### config.mk
export PLATFORM = sky130hd
export DESIGN_NAME = dsw_composer
export DESIGN_NICKNAME = d
export VERILOG_FILES = /design/src/core/dsw_pkg.sv /design/src/core/dsw_composer.sv
export SDC_FILE = /design/constraint.sdc
export NUM_CORES = 1
export LEC_CHECK = 0
export CORE_MARGIN = 1.5
export CORE_UTILIZATION = 70
export CTS_BUF_LIST = sky130_fd_sc_hd__clkbuf_4
export DETAILED_ROUTE_END_ITERATION = 12
export DONT_BUFFER_PORTS = 1
export PLACE_DENSITY = 0.86
export SYNTH_ARGS = -nofsm -noshare
export SYNTH_HDL_FRONTEND = slang
export SYNTH_SLANG_ARGS = --single-unit
### constraint.sdc
create_clock -name clock -period 18.8 [get_ports clock]
set_input_delay 2.82 -clock clock [delete_from_list [all_inputs] [get_ports clock]]
set_output_delay 2.82 -clock clock [all_outputs]
set_load 0.005 [all_outputs]
### src/core/dsw_pkg.sv
// Shared types and constants for the drive status word composer.
// Assumes one drive clock domain and a synchronous active-high reset.
package dsw_pkg;

	// Object indexes reached through the object access port.
	localparam logic [15:0] IDX_TORQUE_LIMIT_FLAG_SELECT = 16'h3703;
	localparam logic [15:0] IDX_DRIVE_STATUS_WORD        = 16'h6041;

	// Reset values.
	localparam logic        RST_TORQUE_LIMIT_FLAG_SELECT = 1'h0;
	localparam logic [15:0] RST_DRIVE_STATUS_WORD        = 16'h0000;

	// Status word field positions.
	localparam int BIT_READY_TO_SWITCH_ON = 0;
	localparam int BIT_SWITCHED_ON        = 1;
	localparam int BIT_OPERATION_ENABLED  = 2;
	localparam int BIT_FAULT              = 3;
	localparam int BIT_VOLTAGE_APPLIED    = 4;
	localparam int BIT_QUICKHALT          = 5;
	localparam int BIT_SWITCH_ON_DISABLED = 6;
	localparam int BIT_WARNING            = 7;
	localparam int BIT_RESERVED8          = 8;
	localparam int BIT_REMOTE             = 9;
	localparam int BIT_MODE_A             = 10;
	localparam int BIT_INTERNAL_LIMIT     = 11;
	localparam int BIT_MODE_B             = 12;
	localparam int BIT_MODE_C             = 13;
	localparam int BIT_RESERVED14         = 14;
	localparam int BIT_RESERVED15         = 15;

	// Second torque limit takes part only for these selector values.
	localparam logic [15:0] TL2_SELECT_A = 16'h0002;
	localparam logic [15:0] TL2_SELECT_B = 16'h0004;

	// Flag select values.
	localparam logic [15:0] FLAG_SEL_INCLUDE = 16'h0000;
	localparam logic [15:0] FLAG_SEL_EXCLUDE = 16'h0001;

	typedef enum logic [2:0] {
		PWR_NOT_READY,
		PWR_SWITCH_ON_DISABLED,
		PWR_READY_TO_SWITCH_ON,
		PWR_SWITCHED_ON,
		PWR_OPERATION_ENABLED,
		PWR_QUICK_STOP_ACTIVE,
		PWR_FAULT_REACTION,
		PWR_FAULT
	} dsw_power_drive_state_e;

	// Ordered so that a plain comparison tells pre-operational or higher.
	typedef enum logic [1:0] {
		COMM_INIT,
		COMM_PRE_OPERATIONAL,
		COMM_SAFE_OPERATIONAL,
		COMM_OPERATIONAL
	} dsw_comm_state_machine_e;

	typedef enum logic [3:0] {
		MODE_NONE,
		MODE_PROFILE_POSITION,
		MODE_PROFILE_VELOCITY,
		MODE_PROFILE_TORQUE,
		MODE_HOMING,
		MODE_INTERPOLATED_POSITION,
		MODE_CYCLIC_POSITION,
		MODE_CYCLIC_VELOCITY,
		MODE_CYCLIC_TORQUE
	} dsw_mode_e;

	// Per-mode event flags from the motion logic.
	typedef struct packed {
		logic following_error;
		logic setpoint_ack;
		logic target_reached;
		logic homing_error;
		logic homing_attained;
		logic speed_flag;
		logic interp_active;
		logic follows_command;
	} dsw_motion_flags_s;

	// Limit detector levels.
	typedef struct packed {
		logic emergency_stop;
		logic estop_torque_limited;
		logic positive_travel_inhibit;
		logic negative_travel_inhibit;
		logic software_limit;
		logic direction_setup_limit;
	} dsw_limit_flags_s;

	// Torque figures; target and offset are signed, limits are magnitudes.
	typedef struct packed {
		logic signed [15:0] target_torque;
		logic signed [15:0] torque_offset;
		logic [15:0]        max_torque;
		logic [15:0]        torque_limit1;
		logic [15:0]        torque_limit2;
		logic [15:0]        tl2_select;
		logic [15:0]        torque_demand;
	} dsw_torque_s;

endpackage : dsw_pkg

### src/core/dsw_composer.sv
// Drive status word composer: builds the read-only status word each cycle.
// Assumes all inputs are synchronous to clock and come from the drive's own
// state machines, alarm logic, limit detectors and communication logic.
//
// Behaviour
// - Status word is a 16-bit read-only value, valid in every mode.
// - Initialisation pending: bit6 zero, bits 3 to 0 zero.
// - Switch-on inhibited: bit6 one, bits 3 to 0 zero.
// - Ready to switch on: bits 6,5 are 01, bits 3 to 0 are 0001.
// - Switched on: bits 6,5 are 01, bits 3 to 0 are 0011.
// - Operation enabled: bits 6,5 are 01, bits 3 to 0 are 0111.
// - Quick stop active: bits 6,5 are 00, bits 3 to 0 are 0111.
// - Fault reaction: bit6 zero, bits 3 to 0 are 1111.
// - Fault settled: bit6 zero, bits 3 to 0 are 1000.
// - Bit4 follows main circuit voltage presence.
// - Bit5 is active low: zero while quick stop responds.
// - Bit7 shows a warning without touching state or motion.
// - Bit8 always reads zero.
// - Bit9 set once communication reaches pre-operational or higher.
// - Profile position and homing modes use bits 13, 12, 10 for their events; interpolated position uses 12 and 10.
// - Velocity mode uses bits 12 and 10; torque profile only bit10.
// - Cyclic modes set bit12 when following; cyclic position uses bit13.
// - Bit11 set while an internal limit of the current mode is active.
// - Per-mode limit factors, some only with servo on.
// - Emergency stop without torque limiting is no limit factor.
// - Zero effective torque limit sets bit11 even with servo off, except in interpolated position mode or with no mode.
// - Effective torque limit is the minimum of the listed sources.
// - Flag select chooses whether torque command joins the limit judgement.
// - Bits 15 and 14 always read zero.
`timescale 1ns/1ps

module dsw_composer (
	input  wire logic                             clock,
	input  wire logic                             srst,
	input  wire dsw_pkg::dsw_power_drive_state_e  power_drive_state,
	input  wire dsw_pkg::dsw_comm_state_machine_e comm_state_machine,
	input  wire dsw_pkg::dsw_mode_e               control_mode,
	input  wire logic                             servo_on,
	input  wire logic                             main_power_present,
	input  wire logic                             warning_present,
	input  wire dsw_pkg::dsw_motion_flags_s       motion_flags,
	input  wire dsw_pkg::dsw_limit_flags_s        limit_flags,
	input  wire dsw_pkg::dsw_torque_s             torque,
	input  wire logic                             obj_req,
	input  wire logic                             obj_wr,
	input  wire logic [15:0]                      obj_index,
	input  wire logic [15:0]                      obj_wdata,
	output logic                                  obj_ack,
	output logic                                  obj_err,
	output logic [15:0]                           obj_rdata,
	output logic [15:0]                           drive_status_word,
	output logic                                  torque_limit_flag_select
);

	logic [15:0] status_ff;
	logic [15:0] nxt_status;
	logic        flag_sel_ff;
	logic        obj_ack_ff;
	logic        obj_err_ff;
	logic [15:0] obj_rdata_ff;

	logic [3:0]  state_low;
	logic        state_sod;
	logic        quickhalt_n;
	logic        mode_a;
	logic        mode_b;
	logic        mode_c;
	logic        remote;
	logic        internal_limit;

	logic        is_position;
	logic        is_homing;
	logic        is_velocity;
	logic        is_torque;

	logic [16:0] cmd_sum;
	logic [15:0] cmd_mag;
	logic [15:0] lim_base;
	logic [15:0] lim_with_cmd;
	logic [15:0] lim_for_flag;
	logic [15:0] lim_effective;
	logic        tl2_used;
	logic        torque_limited;
	logic        torque_zero;
	logic        estop_factor;
	logic        travel_factor;

	always_comb begin
		state_low   = 4'h0;
		state_sod   = 1'b0;
		quickhalt_n = 1'b0;
		unique case (power_drive_state)
			dsw_pkg::PWR_NOT_READY: begin
				state_low = 4'h0;
			end
			dsw_pkg::PWR_SWITCH_ON_DISABLED: begin
				state_sod = 1'b1;
				state_low = 4'h0;
			end
			dsw_pkg::PWR_READY_TO_SWITCH_ON: begin
				quickhalt_n = 1'b1;
				state_low   = 4'h1;
			end
			dsw_pkg::PWR_SWITCHED_ON: begin
				quickhalt_n = 1'b1;
				state_low   = 4'h3;
			end
			dsw_pkg::PWR_OPERATION_ENABLED: begin
				quickhalt_n = 1'b1;
				state_low   = 4'h7;
			end
			dsw_pkg::PWR_QUICK_STOP_ACTIVE: begin
				quickhalt_n = 1'b0;
				state_low   = 4'h7;
			end
			dsw_pkg::PWR_FAULT_REACTION: begin
				state_low = 4'hF;
			end
			dsw_pkg::PWR_FAULT: begin
				state_low = 4'h8;
			end
		endcase
	end

	assign remote = (comm_state_machine >= dsw_pkg::COMM_PRE_OPERATIONAL);

	assign is_position = (control_mode == dsw_pkg::MODE_PROFILE_POSITION) ||
		(control_mode == dsw_pkg::MODE_CYCLIC_POSITION);
	assign is_homing   = (control_mode == dsw_pkg::MODE_HOMING);
	assign is_velocity = (control_mode == dsw_pkg::MODE_PROFILE_VELOCITY) ||
		(control_mode == dsw_pkg::MODE_CYCLIC_VELOCITY);
	assign is_torque   = (control_mode == dsw_pkg::MODE_PROFILE_TORQUE) ||
		(control_mode == dsw_pkg::MODE_CYCLIC_TORQUE);

	always_comb begin
		mode_a = 1'b0;
		mode_b = 1'b0;
		mode_c = 1'b0;
		unique case (control_mode)
			dsw_pkg::MODE_PROFILE_POSITION: begin
				mode_c = motion_flags.following_error;
				mode_b = motion_flags.setpoint_ack;
				mode_a = motion_flags.target_reached;
			end
			dsw_pkg::MODE_HOMING: begin
				mode_c = motion_flags.homing_error;
				mode_b = motion_flags.homing_attained;
				mode_a = motion_flags.target_reached;
			end
			dsw_pkg::MODE_PROFILE_VELOCITY: begin
				mode_b = motion_flags.speed_flag;
				mode_a = motion_flags.target_reached;
			end
			dsw_pkg::MODE_PROFILE_TORQUE: begin
				mode_a = motion_flags.target_reached;
			end
			dsw_pkg::MODE_INTERPOLATED_POSITION: begin
				mode_b = motion_flags.interp_active;
				mode_a = motion_flags.target_reached;
			end
			dsw_pkg::MODE_CYCLIC_POSITION: begin
				mode_c = motion_flags.following_error;
				mode_b = motion_flags.follows_command;
			end
			dsw_pkg::MODE_CYCLIC_VELOCITY,
			dsw_pkg::MODE_CYCLIC_TORQUE: begin
				mode_b = motion_flags.follows_command;
			end
			dsw_pkg::MODE_NONE: begin
				mode_a = 1'b0;
			end
			// Codes past the last mode are illegal and leave every mode bit clear.
			default: begin
				mode_a = 1'b0;
			end
		endcase
	end

	// Torque limit sources.
	// A negative command still limits by its size, so its magnitude is used.
	assign cmd_sum  = {torque.target_torque[15], torque.target_torque} +
		{torque.torque_offset[15], torque.torque_offset};
	assign cmd_mag  = cmd_sum[16] ? ((~cmd_sum[15:0]) + 16'h0001) : cmd_sum[15:0];
	assign tl2_used = !is_torque && ((torque.tl2_select == dsw_pkg::TL2_SELECT_A) ||
		(torque.tl2_select == dsw_pkg::TL2_SELECT_B));

	always_comb begin
		lim_base = torque.max_torque;
		if (torque.torque_limit1 < lim_base) begin
			lim_base = torque.torque_limit1;
		end
		if (tl2_used && (torque.torque_limit2 < lim_base)) begin
			lim_base = torque.torque_limit2;
		end
	end

	assign lim_with_cmd = (is_torque && (cmd_mag < lim_base)) ? cmd_mag : lim_base;
	assign lim_effective = lim_with_cmd;

	assign lim_for_flag = (is_torque && flag_sel_ff) ? lim_base : lim_with_cmd;

	assign torque_limited = (torque.torque_demand >= lim_for_flag);

	assign torque_zero = (lim_effective == 16'h0000);

	assign estop_factor = limit_flags.emergency_stop && limit_flags.estop_torque_limited;

	assign travel_factor = limit_flags.positive_travel_inhibit ||
		limit_flags.negative_travel_inhibit;

	always_comb begin
		internal_limit = 1'b0;
		if (is_position || is_homing || is_velocity || is_torque) begin
			internal_limit = (servo_on && (estop_factor || torque_limited)) || torque_zero;
			if (is_position || is_velocity || is_torque) begin
				internal_limit = internal_limit || travel_factor;
			end
			if (is_position) begin
				internal_limit = internal_limit || limit_flags.software_limit;
			end
			if (is_torque) begin
				internal_limit = internal_limit ||
					(servo_on && limit_flags.direction_setup_limit);
			end
		end
	end

	always_comb begin
		nxt_status = 16'h0000;
		nxt_status[3:0] = state_low;
		nxt_status[dsw_pkg::BIT_VOLTAGE_APPLIED] = main_power_present;
		nxt_status[dsw_pkg::BIT_QUICKHALT] = quickhalt_n;
		nxt_status[dsw_pkg::BIT_SWITCH_ON_DISABLED] = state_sod;
		nxt_status[dsw_pkg::BIT_WARNING] = warning_present;
		nxt_status[dsw_pkg::BIT_RESERVED8] = 1'b0;
		nxt_status[dsw_pkg::BIT_REMOTE] = remote;
		nxt_status[dsw_pkg::BIT_MODE_A] = mode_a;
		nxt_status[dsw_pkg::BIT_INTERNAL_LIMIT] = internal_limit;
		nxt_status[dsw_pkg::BIT_MODE_B] = mode_b;
		nxt_status[dsw_pkg::BIT_MODE_C] = mode_c;
		nxt_status[dsw_pkg::BIT_RESERVED14] = 1'b0;
		nxt_status[dsw_pkg::BIT_RESERVED15] = 1'b0;
	end

	always_ff @(posedge clock) begin
		if (srst) begin
			status_ff <= dsw_pkg::RST_DRIVE_STATUS_WORD;
		end else begin
			status_ff <= nxt_status;
		end
	end

	// Only zero and one are legal for the flag select; anything else is refused.
	always_ff @(posedge clock) begin
		if (srst) begin
			flag_sel_ff <= dsw_pkg::RST_TORQUE_LIMIT_FLAG_SELECT;
		end else if (obj_req && obj_wr && (obj_index == dsw_pkg::IDX_TORQUE_LIMIT_FLAG_SELECT)
			&& (obj_wdata <= dsw_pkg::FLAG_SEL_EXCLUDE)) begin
			flag_sel_ff <= obj_wdata[0];
		end
	end

	always_ff @(posedge clock) begin
		if (srst) begin
			obj_ack_ff   <= 1'b0;
			obj_err_ff   <= 1'b0;
			obj_rdata_ff <= 16'h0000;
		end else begin
			obj_ack_ff <= obj_req;
			obj_err_ff <= 1'b0;
			if (obj_req) begin
				obj_rdata_ff <= 16'h0000;
				if (obj_index == dsw_pkg::IDX_DRIVE_STATUS_WORD) begin
					obj_rdata_ff <= status_ff;
					obj_err_ff   <= obj_wr;
				end else if (obj_index == dsw_pkg::IDX_TORQUE_LIMIT_FLAG_SELECT) begin
					obj_rdata_ff <= {15'h0000, flag_sel_ff};
					obj_err_ff   <= obj_wr && (obj_wdata > dsw_pkg::FLAG_SEL_EXCLUDE);
				end else begin
					obj_err_ff <= 1'b1;
				end
			end
		end
	end

	assign obj_ack                  = obj_ack_ff;
	assign obj_err                  = obj_err_ff;
	assign obj_rdata                = obj_rdata_ff;
	assign drive_status_word        = status_ff;
	assign torque_limit_flag_select = flag_sel_ff;

endmodule : dsw_composer

---- After elaboration in Yosys (flattened, before gate mapping) ----
Index checks and enable logic that the tools add are counted.
word-level totals
  memories ................................ 0
  output and inout port bits .............. 35
  bits in read-only memories .............. 0
  logic and storage cells ................. 97
  RAM bits ................................ 0
  latch bits .............................. 0
  bits of input ports ..................... 174
  register bits ........................... 35
operators by class
  $add $sub $neg .......................... 2
  mux-type cells .......................... 19
  multipliers ............................. 0
  magnitude comparators ................... 7
  reductions and logical operators ........ 38
  equal/unequal tests ..................... 19
  shift-type cells ........................ 0
  bitwise gates (word level) .............. 4
  divide/modulo/power cells ............... 0
operator list
  cell                                                              number
  two-way mux 16 bit                                                6
  less-than comparator 16 bit                                       3
  one-hot mux 4 bit (6 select lines)                                1
  adder 16 x 16 -> 17 bit                                           1
  adder 16 x 1 -> 16 bit (second input constant)                    1
  == test 16 x 14 -> 1 bit (second input constant)                  1
  == test 16 x 15 -> 1 bit (second input constant)                  1
  == test 16 x 2 -> 1 bit (second input constant)                   1
  == test 16 x 3 -> 1 bit (second input constant)                   1
  == test 4 x 3 -> 1 bit (second input constant)                    4
  >= comparator 16 bit                                              1
  > comparator 16 x 1 -> 1 bit (second input constant)              1
  less-or-equal comparator 16 x 1 -> 1 bit (second input constant)  1
  zero test 16 bit                                                  1
  NOT 16 bit                                                        1
  logical OR 1 bit                                                  15
  == test 3 bit (second input constant)                             4
  OR reduction 2 bit                                                6
  logical AND 1 bit                                                 11
  two-way mux 1 bit                                                 10
  == test 4 x 2 -> 1 bit (second input constant)                    2
  == test 3 x 2 -> 1 bit (second input constant)                    2
  OR reduction 3 bit                                                2
  one-hot mux 1 bit (5 select lines)                                1
  9 further kinds                                                   11

---- Logic depth before layout (Yosys ltp) ----
Gate-level depths: netlist of run 1.
  word-level depth ........................ 22
  gate-level depth with buffers ........... 41
  gate-level depth less buffers ........... 37

---- Worst setup path before layout of run 1 ----
OpenSTA, ideal clock, no wires.
  kind .................................... in2reg
  from .................................... input torque[65] (netlist name)
  to ...................................... register status_ff[11] (netlist: drive_status_word[11])
  stages .................................. 38
  required time ........................... 18.673 ns
  path slack .............................. 9.033 ns
  setup time .............................. 0.127 ns
  arrival ................................. 9.640 ns
  buffers on the path ..................... 4
  path through ............................ inv_1 -> ha_1 -> a2111o_1 -> a31oi_2 -> and2_0 -> buf_2 -> buf_1 -> a21oi_1 -> ha_1 -> and4_1 -> a21oi_1 -> o211ai_1 -> a211o_1 -> a221o_1 -> clkbuf_1 -> o211ai_1 -> o21ai_1 -> ha_1 -> [2 not listed] -> o21ai_0 -> o2111ai_1 -> a41o_1 -> a21oi_2 -> buf_2 -> nand2_1 -> o21ai_1 -> ha_1 -> nand2b_1 -> a21o_1 -> a21o_1 -> a21o_1 -> a21o_1 -> a21o_1 -> a211oi_1 -> o21ai_0 -> a22oi_1 -> o31ai_2
on the way
  cells in the longest elaborated chain, start to end .. 21
  elaborated cells on any way between the ends .. 22
  classes of those cells .................. order compare: 4; mux: 9; reduce/logical: 9
ends and longest elaborated chain
  what                         line                 source
  start, declared              dsw_composer.sv:43   input wire dsw_pkg::dsw_torque_s torque,
  less-than comparator 16 bit  dsw_composer.sv:189  if (torque.torque_limit1 < lim_base) begin
  two-way mux 16 bit *         dsw_composer.sv:189
  less-than comparator 16 bit  dsw_composer.sv:192  if (tl2_used && (torque.torque_limit2 < lim_base)) begin
  logical AND 1 bit            dsw_composer.sv:192
  two-way mux 16 bit *         dsw_composer.sv:192
  less-than comparator 16 bit  dsw_composer.sv:197  assign lim_with_cmd = (is_torque && (cmd_mag < lim_base)) ? cmd_mag : lim_base;
  logical AND 1 bit            dsw_composer.sv:197
  two-way mux 16 bit           dsw_composer.sv:197
  [5 not listed]               -
  logical OR 1 bit             dsw_composer.sv:216  internal_limit = internal_limit || travel_factor;
  two-way mux 1 bit *          dsw_composer.sv:215  if (is_position || is_velocity || is_torque) begin
  two-way mux 1 bit *          dsw_composer.sv:213  if (is_position || is_homing || is_velocity || is_torque) begin
  logical OR 1 bit             dsw_composer.sv:219  internal_limit = internal_limit || limit_flags.software_limit;
  two-way mux 1 bit *          dsw_composer.sv:218  if (is_position) begin
  two-way mux 1 bit *          dsw_composer.sv:213
  logical OR 1 bit             dsw_composer.sv:222  internal_limit = internal_limit ||
  two-way mux 1 bit *          dsw_composer.sv:221  if (is_torque) begin
  end signal, assigned         dsw_composer.sv:247  status_ff <= dsw_pkg::RST_DRIVE_STATUS_WORD;
  end signal, assigned         dsw_composer.sv:249  status_ff <= nxt_status;
  end, declared                dsw_composer.sv:55   logic [15:0] status_ff;
Mark *: on every way between the ends. The rest lies on a longest branch, timed or not. The select of a mux whose other input is x is not followed.
A chain may end at the register's enable or synchronous reset.

---- Final worst setup path of run 1 ----
Ends and elaborated chain as after synthesis.

==> results of run 1 <==
-- final cells by class --
class | count | area share
tap | 77 | 0.0205
clock inverter | 3 | 0.00372
multi-input combinational | 565 | 0.816
inverter | 35 | 0.0279
sequential | 29 | 0.123
clock buffer | 5 | 0.00798
-- synthesized netlist by cell type (4+ instances only) --
cell,n
nand2b_1,12
clkbuf_1,18
dfxtp_1,29
nand3_1,14
xor2_1,9
buf_2,4
and2_1,4
buf_4,6
a31oi_1,5
xnor2_1,14
a21oi_1,97
a211oi_1,6
ha_1,76
o21ai_1,23
nor4_1,15
nor2_1,72
o21ai_0,16
inv_1,35
nor3_1,11
nor2b_1,25
nand4_1,14
and3_1,5
o211ai_1,8
nand2_1,40
a21o_1,13
-- metal layers --
layer | vias to the layer above | GRT usage
met5 | - | 0
met4 | 0 | 0.107
met3 | 20 | 0.0619
met2 | 214 | 0.566
met1 | 2159 | 0.397
li1 | 2382 | -
-- through the flow --
step / setup WS [ns] / instances / cell area (µm²)
2_1_floorplan: 9.03 / 658 / 4690
3_3_place_gp: 7.36 / 706 / 4650
3_5_place_dp: 7.06 / 706 / 4650
4_1_cts: 7.41 / 714 / 4700
5_1_grt: 6.45 / 714 / 4700
6_report: 7.29 / 714 / 4700
-- worst paths after layout --
| check | slack [ns] | endpoint | depth (start not counted) |
|---|---|---|---|
| hold reg to reg | 0.53 | obj_rdata[12]$_SDFFE_PP0P_ | 2 |
| hold / removal | 0.53 | obj_rdata[12]$_SDFFE_PP0P_ | 2 |
| setup reg to reg | 15.14 | drive_status_word[11]$_SDFF_PP0_ | 14 |
| setup / recovery | 7.29 | drive_status_word[11]$_SDFF_PP0_ | 34 |
-- cell usage in the layout (no fill, tap or decap), types with 4 or more instances in the layout --
cell      count
nand2_1      40
a21o_1       13
o21ai_1      23
o21ai_0      16
nand4_1      14
a31oi_1       5
and3_1        5
a211oi_1      6
o211ai_1      8
xor2_1        9
nand2b_1     12
nand3_1      14
clkbuf_4      5
nor2b_1      25
nor4_1       15
ha_1         76
conb_1        6
dfxtp_1      29
inv_1        35
a21oi_1      97
nor2_1       72
and2_1        4
nor3_1       11
xnor2_1      14
-- state kept, by name, summed over array words and instances, names as in the netlist --
register / flops
obj_err: 1
obj_rdata: 13
torque_limit_flag_select: 1
obj_ack: 1
drive_status_word: 13
-- kinds of logic (layout without fill, tap and decap cells) --
logic type / count (synthesis) / after routing / share of synthesized area
and+or+nand+nor: 239 / 239 / 0.268
DFF: 29 / 29 / 0.124
muxes: 5 / 5 / 0.0121
other: 1 / 6 / 0.000803
adders and majority gates: 79 / 79 / 0.212
xor gates and xnor gates: 23 / 23 / 0.0431
buffers and inverters: 64 / 43 / 0.0573
AOI/OAI and AO/OA: 213 / 213 / 0.282
-- critical path: cells and delay by family --
family                   cells  cell delay, ns
buffers and inverters        1            0.05
AO/OA/AOI/OAI               23            6.14
adder cells (fa/ha/maj)      4            1.17
AND/OR/NAND/NOR              6            1.50
-- where the power goes --
| part | internal (µW) | switching (µW) | leakage (µW) |
|---|---|---|---|
| combinational | 66.1 | 96.3 | 0.00178 |
| sequential | 63.1 | 1.30 | 0.000237 |
| clock | 14.1 | 21.6 | 0.0000310 |
==> flow_summary.yaml, run 1 <==
outcome:
  status: "completed"
timing:
  setup_viol: 0
  setup_tns_ns: 0
  period_share: 0.612
  slew_headroom: 0.206
  finClkSkew_ns: 0.00834
  final_max_slew_viol_count: 0
  period_minus_slack_ns: 11.51
  fmax_ghz: 0.0869
  rsz0062_at_grt: "no"
  hold-worst-slack_ns: 0.525
  worst_pin_slew_ns: 1.19
  hold_viol_final: 0
drt:
  initialDrtViolationCount: 234
  wl_met3_um: 1030
  num_vias: 4775
  wl_um: 12100
  viasPerCell: 6.69
  wl_met2_um: 5900
  met1Wirelength_um: 4930
  top_layer: "met4"
  ant_nets: 0
  first_pass_iters: 5
  wl_per_cell_um: 17.0
  drc_errors: 0
floorplanning:
  row_count: 29
  die_w_um: 84.7
  core_area_mm2: 0.00639
  dieArea_mm2: 0.00717
  floorplan.die.height_um: 84.7
  initial_utilization: 0.731
  ios: 209
setup_path:
  cp_max_fo: 32
  worstSetupStartpointType: "input pin"
  endpoint_kind: "flip-flop"
  cpMaxStageDelayCell: "a21oi_2"
  crit_path_max_incr_delay_ns: 0.86
  cp.required_ns: 19.00
  critPathKind: "input pin to flip-flop"
  crit_start: "torque[65]"
  rr_startpoint: "torque_limit_flag_select$_SDFFE_PP0P_"
  crit_path_frequent_cell: "a21o_1"
  cp.arrival_ns: 11.71
final_layout:
  area_growth_syn_to_layout_pct: 0.723
  fin_util: 0.737
  multi_input_area_mm2: 0.00384
  nNetsFinal: 887
  antennaDiodeCount: 0
  fillers: 523
  ff_latch_area_um2: 581
  drive_gt1_frac: 0.0330
global_route:
  overflow: 0
  antenna_found_initial: 0
  grt_use_total: 0.324
  grt_pass1_wl_um: 19600
  grt_pass1_vias: 4407
  grt_max_degree: 33
yosys:
  ys.flop_type: "dfxtp_1"
  synth_top_area_frac: 0.204
  yosysSeqAreaShare: 0.124
  synth_edf_count: 0
  synth-async-reset-ratio: 0
  avgSynthCellArea_um2: 7.15
  synth_warnings: 0
  ys_types: 76
  synth_cells: 653
  synth_area_mm2: 0.00467
  yosysTopAreaCell: "ha_1"
  ys_ff_latch: 29
  synth.area.top_cells: "ha_1, dfxtp_1, a21oi_1, nor2_1, nor2b_1"
power_and_ir_drop:
  p_leak_uw: 0.00205
  total_power_uw: 263
  p_per_area_mw_per_mm2: 55.8
  ir_drop_v: 0.0000531
clock_tree:
  htreeDepth: 2
  cts_setup_buffers: 0
  cts_resized: 0
  cts_tree: "yes"
  hold_buffers: 0
  cts_root_buf: "clkbuf_4"
  path_clk_slew_ns: 0.09
  cts_sinks: 29
  insertion_delay_ns: 0.33
  max-clock-path-buffers: 2
  cts_inserted_buffers: 5
placement:
  dp_hpwl_um: 10400
  port-buffer-count: 0
  gp_congestion: 0.945
job:
  drv_cap: 0
worst_hold_path:
  hold_class: "flip-flop to flip-flop"
  hp-start: "drive_status_word[12]$_SDFF_PP0_"
(Power assumes the default switching activity.)
==> run 2: changes to the inputs <==
Settings changed: CORE_UTILIZATION 70 to 68, PLACE_DENSITY 0.86 to 0.84.
Clock period 18.8 ns to 11.3 ns, I/O delays scaled along.
==> run 2 against run 1 <==
  * Via count is 1.1% higher
  * Total power is 66% higher
  * Utilization is 3.6 points lower
  * Die area is 2.8% higher
  * First-iteration DRC count is 35% higher
  * Hold slack worse by 0.0017 ns
  * Sequential power is 66% higher
  * Final cell count is 0.56% higher
  * Critical path type unchanged
  * Largest cell class unchanged
  * Largest power group unchanged
==> flow_summary.yaml, run 2 (synthesis results as in run 1) <==
outcome:
  status: "completed"
clock_tree:
  htreeDepth: 2
  insertion_delay_ns: 0.32
  cts_root_buf: "clkbuf_4"
  hold_buffers: 0
  max-clock-path-buffers: 2
  path_clk_slew_ns: 0.10
  cts_resized: 0
  cts_inserted_buffers: 5
  cts_setup_buffers: 0
  cts_tree: "yes"
  cts_sinks: 29
power_and_ir_drop:
  p_leak_uw: 0.00205
  p_per_area_mw_per_mm2: 92.5
  ir_drop_v: 0.0000399
setup_path:
  rr_worst_depth: 14
  crit_path_frequent_cell: "a21o_1"
  endpoint_kind: "flip-flop"
  worstSetupStartpointType: "input pin"
  critPathKind: "input pin to flip-flop"
  cp.required_ns: 11.50
  crit_path_max_incr_delay_ns: 0.77
  cp.arrival_ns: 10.12
  cpMaxStageDelayCell: "a221o_1"
  cp_max_fo: 32
final_layout:
  nNetsFinal: 888
  fin_cells: 718
  fin_util: 0.701
  area_growth_syn_to_layout_pct: 0.857
  layout_commonest_cell: "a21oi_1"
  layout_common_cells: "a21oi_1, ha_1, nor2_1"
  drive_gt1_frac: 0.0313
  antennaDiodeCount: 0
timing:
  period_minus_slack_ns: 9.92
  finClkSkew_ns: 0.0116
  rsz0062_at_grt: "no"
  final_max_slew_viol_count: 0
  setup_slack_ns: 1.38
  period_share: 0.878
  setup_viol: 0
  slew_headroom: 0.359
  hold-worst-slack_ns: 0.524
  hold_viol_final: 0
  fmax_ghz: 0.101
  worst_pin_slew_ns: 0.961
  setup_tns_ns: 0
global_route:
  grt_pass1_vias: 4365
  grt_max_degree: 33
  grt_use_total: 0.310
  grt_pass1_wl_um: 19000
  antenna_found_initial: 0
  overflow: 0
placement:
  place_ws_ns: 1.09
  port-buffer-count: 0
  gp_congestion: 0.874
  dp_hpwl_um: 10500
  dp.cells: 710
drt:
  initialDrtViolationCount: 317
  viasPerCell: 6.73
  wl_per_cell_um: 17.2
  wl_um: 12300
  first_pass_iters: 5
  met1Wirelength_um: 4930
  wl_met3_um: 948
  ant_nets: 0
  num_vias: 4829
  wl_met2_um: 6150
  drc_errors: 0
  top_layer: "met4"
floorplanning:
  floorplan.die.height_um: 85.9
  ios: 209
  initial_utilization: 0.695
  core_area_mm2: 0.00672
  die_w_um: 85.9
  dieArea_mm2: 0.00737
  row_count: 30
job:
  drv_cap: 0
worst_hold_path:
  holdPathStages: 2
  hold_class: "flip-flop to flip-flop"
==> run 2: final timing paths <==
check	from	slack, ns	endpoint
worst max-delay path	torque[65]	1.38	drive_status_word[11]$_SDFF_PP0_
worst min-delay path	drive_status_word[12]$_SDFF_PP0_	0.52	obj_rdata[12]$_SDFFE_PP0P_
worst max register to register	torque_limit_flag_select$_SDFFE_PP0P_	8.11	drive_status_word[11]$_SDFF_PP0_
worst min register to register	drive_status_word[12]$_SDFF_PP0_	0.52	obj_rdata[12]$_SDFFE_PP0P_
==> run 2: area by class of cell <==
type                            instances  area (µm²)
Multi-Input combinational cell        565        3840
Fill cell                             582        2010
Sequential cell                        29         581
Inverter                               35         131
Tap cell                               80         100
Clock buffer                            5        37.5
Clock inverter                          3        12.5
Timing Repair Buffer                    1        7.51
==> run 2: stage by stage <==
stage	area [µm²]	total power, µW
after floorplan	4690	324
after CTS	4710	432
after global routing	4710	475
after global placement	4660	360
after detailed placement	4660	375
final	4710	436
==> run 2: per-layer routing <==
layer,global-route usage,vias up
met5,0,-
met4,0.0997,0
met3,0.0587,26
met2,0.576,226
met1,0.355,2199
li1,-,2378
==> run 2: power by group <==
group          internal, µW  switching (µW)  leakage, µW  total (µW)
clock network          22.4            34.4    0.0000300        56.8
logic                   111             160      0.00179         272
registers               105            2.25     0.000237         107
total                   239             197      0.00205         436
==> run 2: worst max-delay path, delay by kind of cell <==
family	cells	cell delay [ns]
AOI/OAI and AO/OA	23	5.70
adders and majority gates	4	1.13
and+or+nand+nor	6	1.46
buffers and inverters	1	0.08
==> run 3: changes to the inputs <==
Settings changed: GPL_TIMING_DRIVEN set to 0.
==> run 3 against run 2 <==
  * Worst setup slack improved by 0.52 ns
  * Non-clock buffer count is 28 higher
  * Sequential share of layout area down 0.40 points
  * Total power up 7.7%
  * Highest routed layer unchanged
  * Clock power is 47% higher
  * Cell area is 3.3% higher
==> flow_summary.yaml, run 3 (synthesis results as in run 1) <==
power_and_ir_drop:
  p_leak_uw: 0.00213
  ir_drop_v: 0.0000429
  total_power_uw: 469
  p_per_area_mw_per_mm2: 96.4
drt:
  drc_errors: 0
  wl_per_cell_um: 17.4
  first_pass_iters: 5
  num_vias: 4902
  wl_um: 12900
  ant_nets: 0
  viasPerCell: 6.57
  initialDrtViolationCount: 254
clock_tree:
  hold_buffers: 0
  insertion_delay_ns: 0.33
  cts_setup_buffers: 0
  max-clock-path-buffers: 2
  htreeDepth: 2
  cts_inserted_buffers: 5
  cts_root_buf: "clkbuf_4"
  cts_resized: 0
  cts_sinks: 29
  cts_tree: "yes"
  path_clk_slew_ns: 0.09
global_route:
  overflow: 0
  antenna_found_initial: 0
  grt_pass1_wl_um: 20100
  grt_max_degree: 11
  grt_use_total: 0.331
  grt_pass1_vias: 4644
setup_path:
  crit_path_frequent_cell: "a21o_1"
  reg2reg_slack_ns: 8.13
  cpMaxStageDelayCell: "a2111o_1"
  crit_buf_inv: 5
  crit_path_max_incr_delay_ns: 0.39
  r2r_end: "drive_status_word[11]$_SDFF_PP0_"
  cp_max_fo: 10
  critPathKind: "input pin to flip-flop"
  cp.required_ns: 11.50
  cp_top_family: "compound AO/OA/AOI/OAI gates"
  rr_startpoint: "torque_limit_flag_select$_SDFFE_PP0P_"
  endpoint_kind: "flip-flop"
  cp.arrival_ns: 9.60
  rr_worst_depth: 15
  worstSetupStartpointType: "input pin"
worst_hold_path:
  hold_class: "flip-flop to flip-flop"
  holdPathEnd: "obj_rdata[6]$_SDFFE_PP0P_"
  holdPathStages: 2
  hp-start: "drive_status_word[6]$_SDFF_PP0_"
final_layout:
  layout_commonest_cell: "a21oi_1"
  layout_common_cells: "a21oi_1, ha_1, nor2_1"
  nNetsFinal: 916
  drive_gt1_frac: 0.0450
  antennaDiodeCount: 0
  fin_util: 0.725
  area_growth_syn_to_layout_pct: 4.23
timing:
  rsz0062_at_grt: "no"
  setup_tns_ns: 0
  period_minus_slack_ns: 9.40
  slew_headroom: 0.534
  final_max_slew_viol_count: 0
  setup_viol: 0
  fmax_ghz: 0.106
  hold_viol_final: 0
  setup_slack_ns: 1.90
  period_share: 0.832
  worst_pin_slew_ns: 0.690
  finClkSkew_ns: 0.00801
job:
  drv_cap: 0
floorplanning:
  floorplan.die.height_um: 85.9
  dieArea_mm2: 0.00737
  ios: 209
  core_area_mm2: 0.00672
  row_count: 30
  initial_utilization: 0.695
  die_w_um: 85.9
placement:
  port-buffer-count: 0
  gp_congestion: 0.898
  place_ws_ns: 1.62
  dp_hpwl_um: 11000
outcome:
  status: "completed"
==> run 3: cell count changes in the layout (fill, tap and decap cells not counted) <==
cell       change
buf_4          +5
clkinv_1       -1
buf_1          +1
clkinv_2       -1
buf_2          +4
bufinv_16      +1
clkbuf_4       +1
clkbuf_1      +18
==> run 3: power by group <==
group	switching, µW	internal (µW)	total (µW)
Combinational	165	113	278
Clock	35.0	48.4	83.5
Sequential	2.45	105	107
Total	203	267	469
==> run 3: worst register-to-register path, delay by kind of cell (launching register included) <==
| kind | cells | cell delay (ns) |
|---|---|---|
| compound gates | 11 | 1.95 |
| flops | 1 | 0.40 |
| buf+inv | 1 | 0.24 |
| fa+ha+maj | 1 | 0.23 |
| simple gates | 2 | 0.22 |
==> run 3: area by class of cell <==
class                   count  area (µm²)
multi-input cells         565        3840
fillers                   586        1850
flip-flops and latches     29         581
plain buffers              29         136
inverters                  35         131
well taps                  80         100
clock buffers               6        45.0
clock inverters             2        33.8
==> run 3: per-layer routing <==
metal	vias up	track usage	share of wire	wire [µm]
li1	2434	-	-	-
met2	202	0.645	0.51	6660
met3	25	0.0549	0.068	875
met5	-	0	0	0
met4	0	0.0938	0.020	262
met1	2241	0.364	0.40	5150
==> run 3: worst max path at each step <==
| stage | start | to | cells past startpoint |
|---|---|---|---|
| 4_1_cts | torque[65] | drive_status_word[11]$_SDFF_PP0_ | 38 |
| 5_1_grt | torque[65] | drive_status_word[11]$_SDFF_PP0_ | 38 |
| 3_5_place_dp | torque[65] | drive_status_word[11]$_SDFF_PP0_ | 38 |
| 6_report | torque[65] | drive_status_word[11]$_SDFF_PP0_ | 38 |
| 2_1_floorplan | torque[65] | drive_status_word[11]$_SDFF_PP0_ | 38 |
| 3_3_place_gp | torque[65] | drive_status_word[11]$_SDFF_PP0_ | 38 |
==> run 3: metrics by stage <==
stage | area [µm²] | instances | hold WS, ns
after floorplan | 4690 | 658 | 0.479
after global placement | 4790 | 738 | 0.496
after global routing | 4870 | 746 | 0.538
final | 4870 | 746 | 0.536
after CTS | 4870 | 746 | 0.532
after detailed placement | 4790 | 738 | 0.507
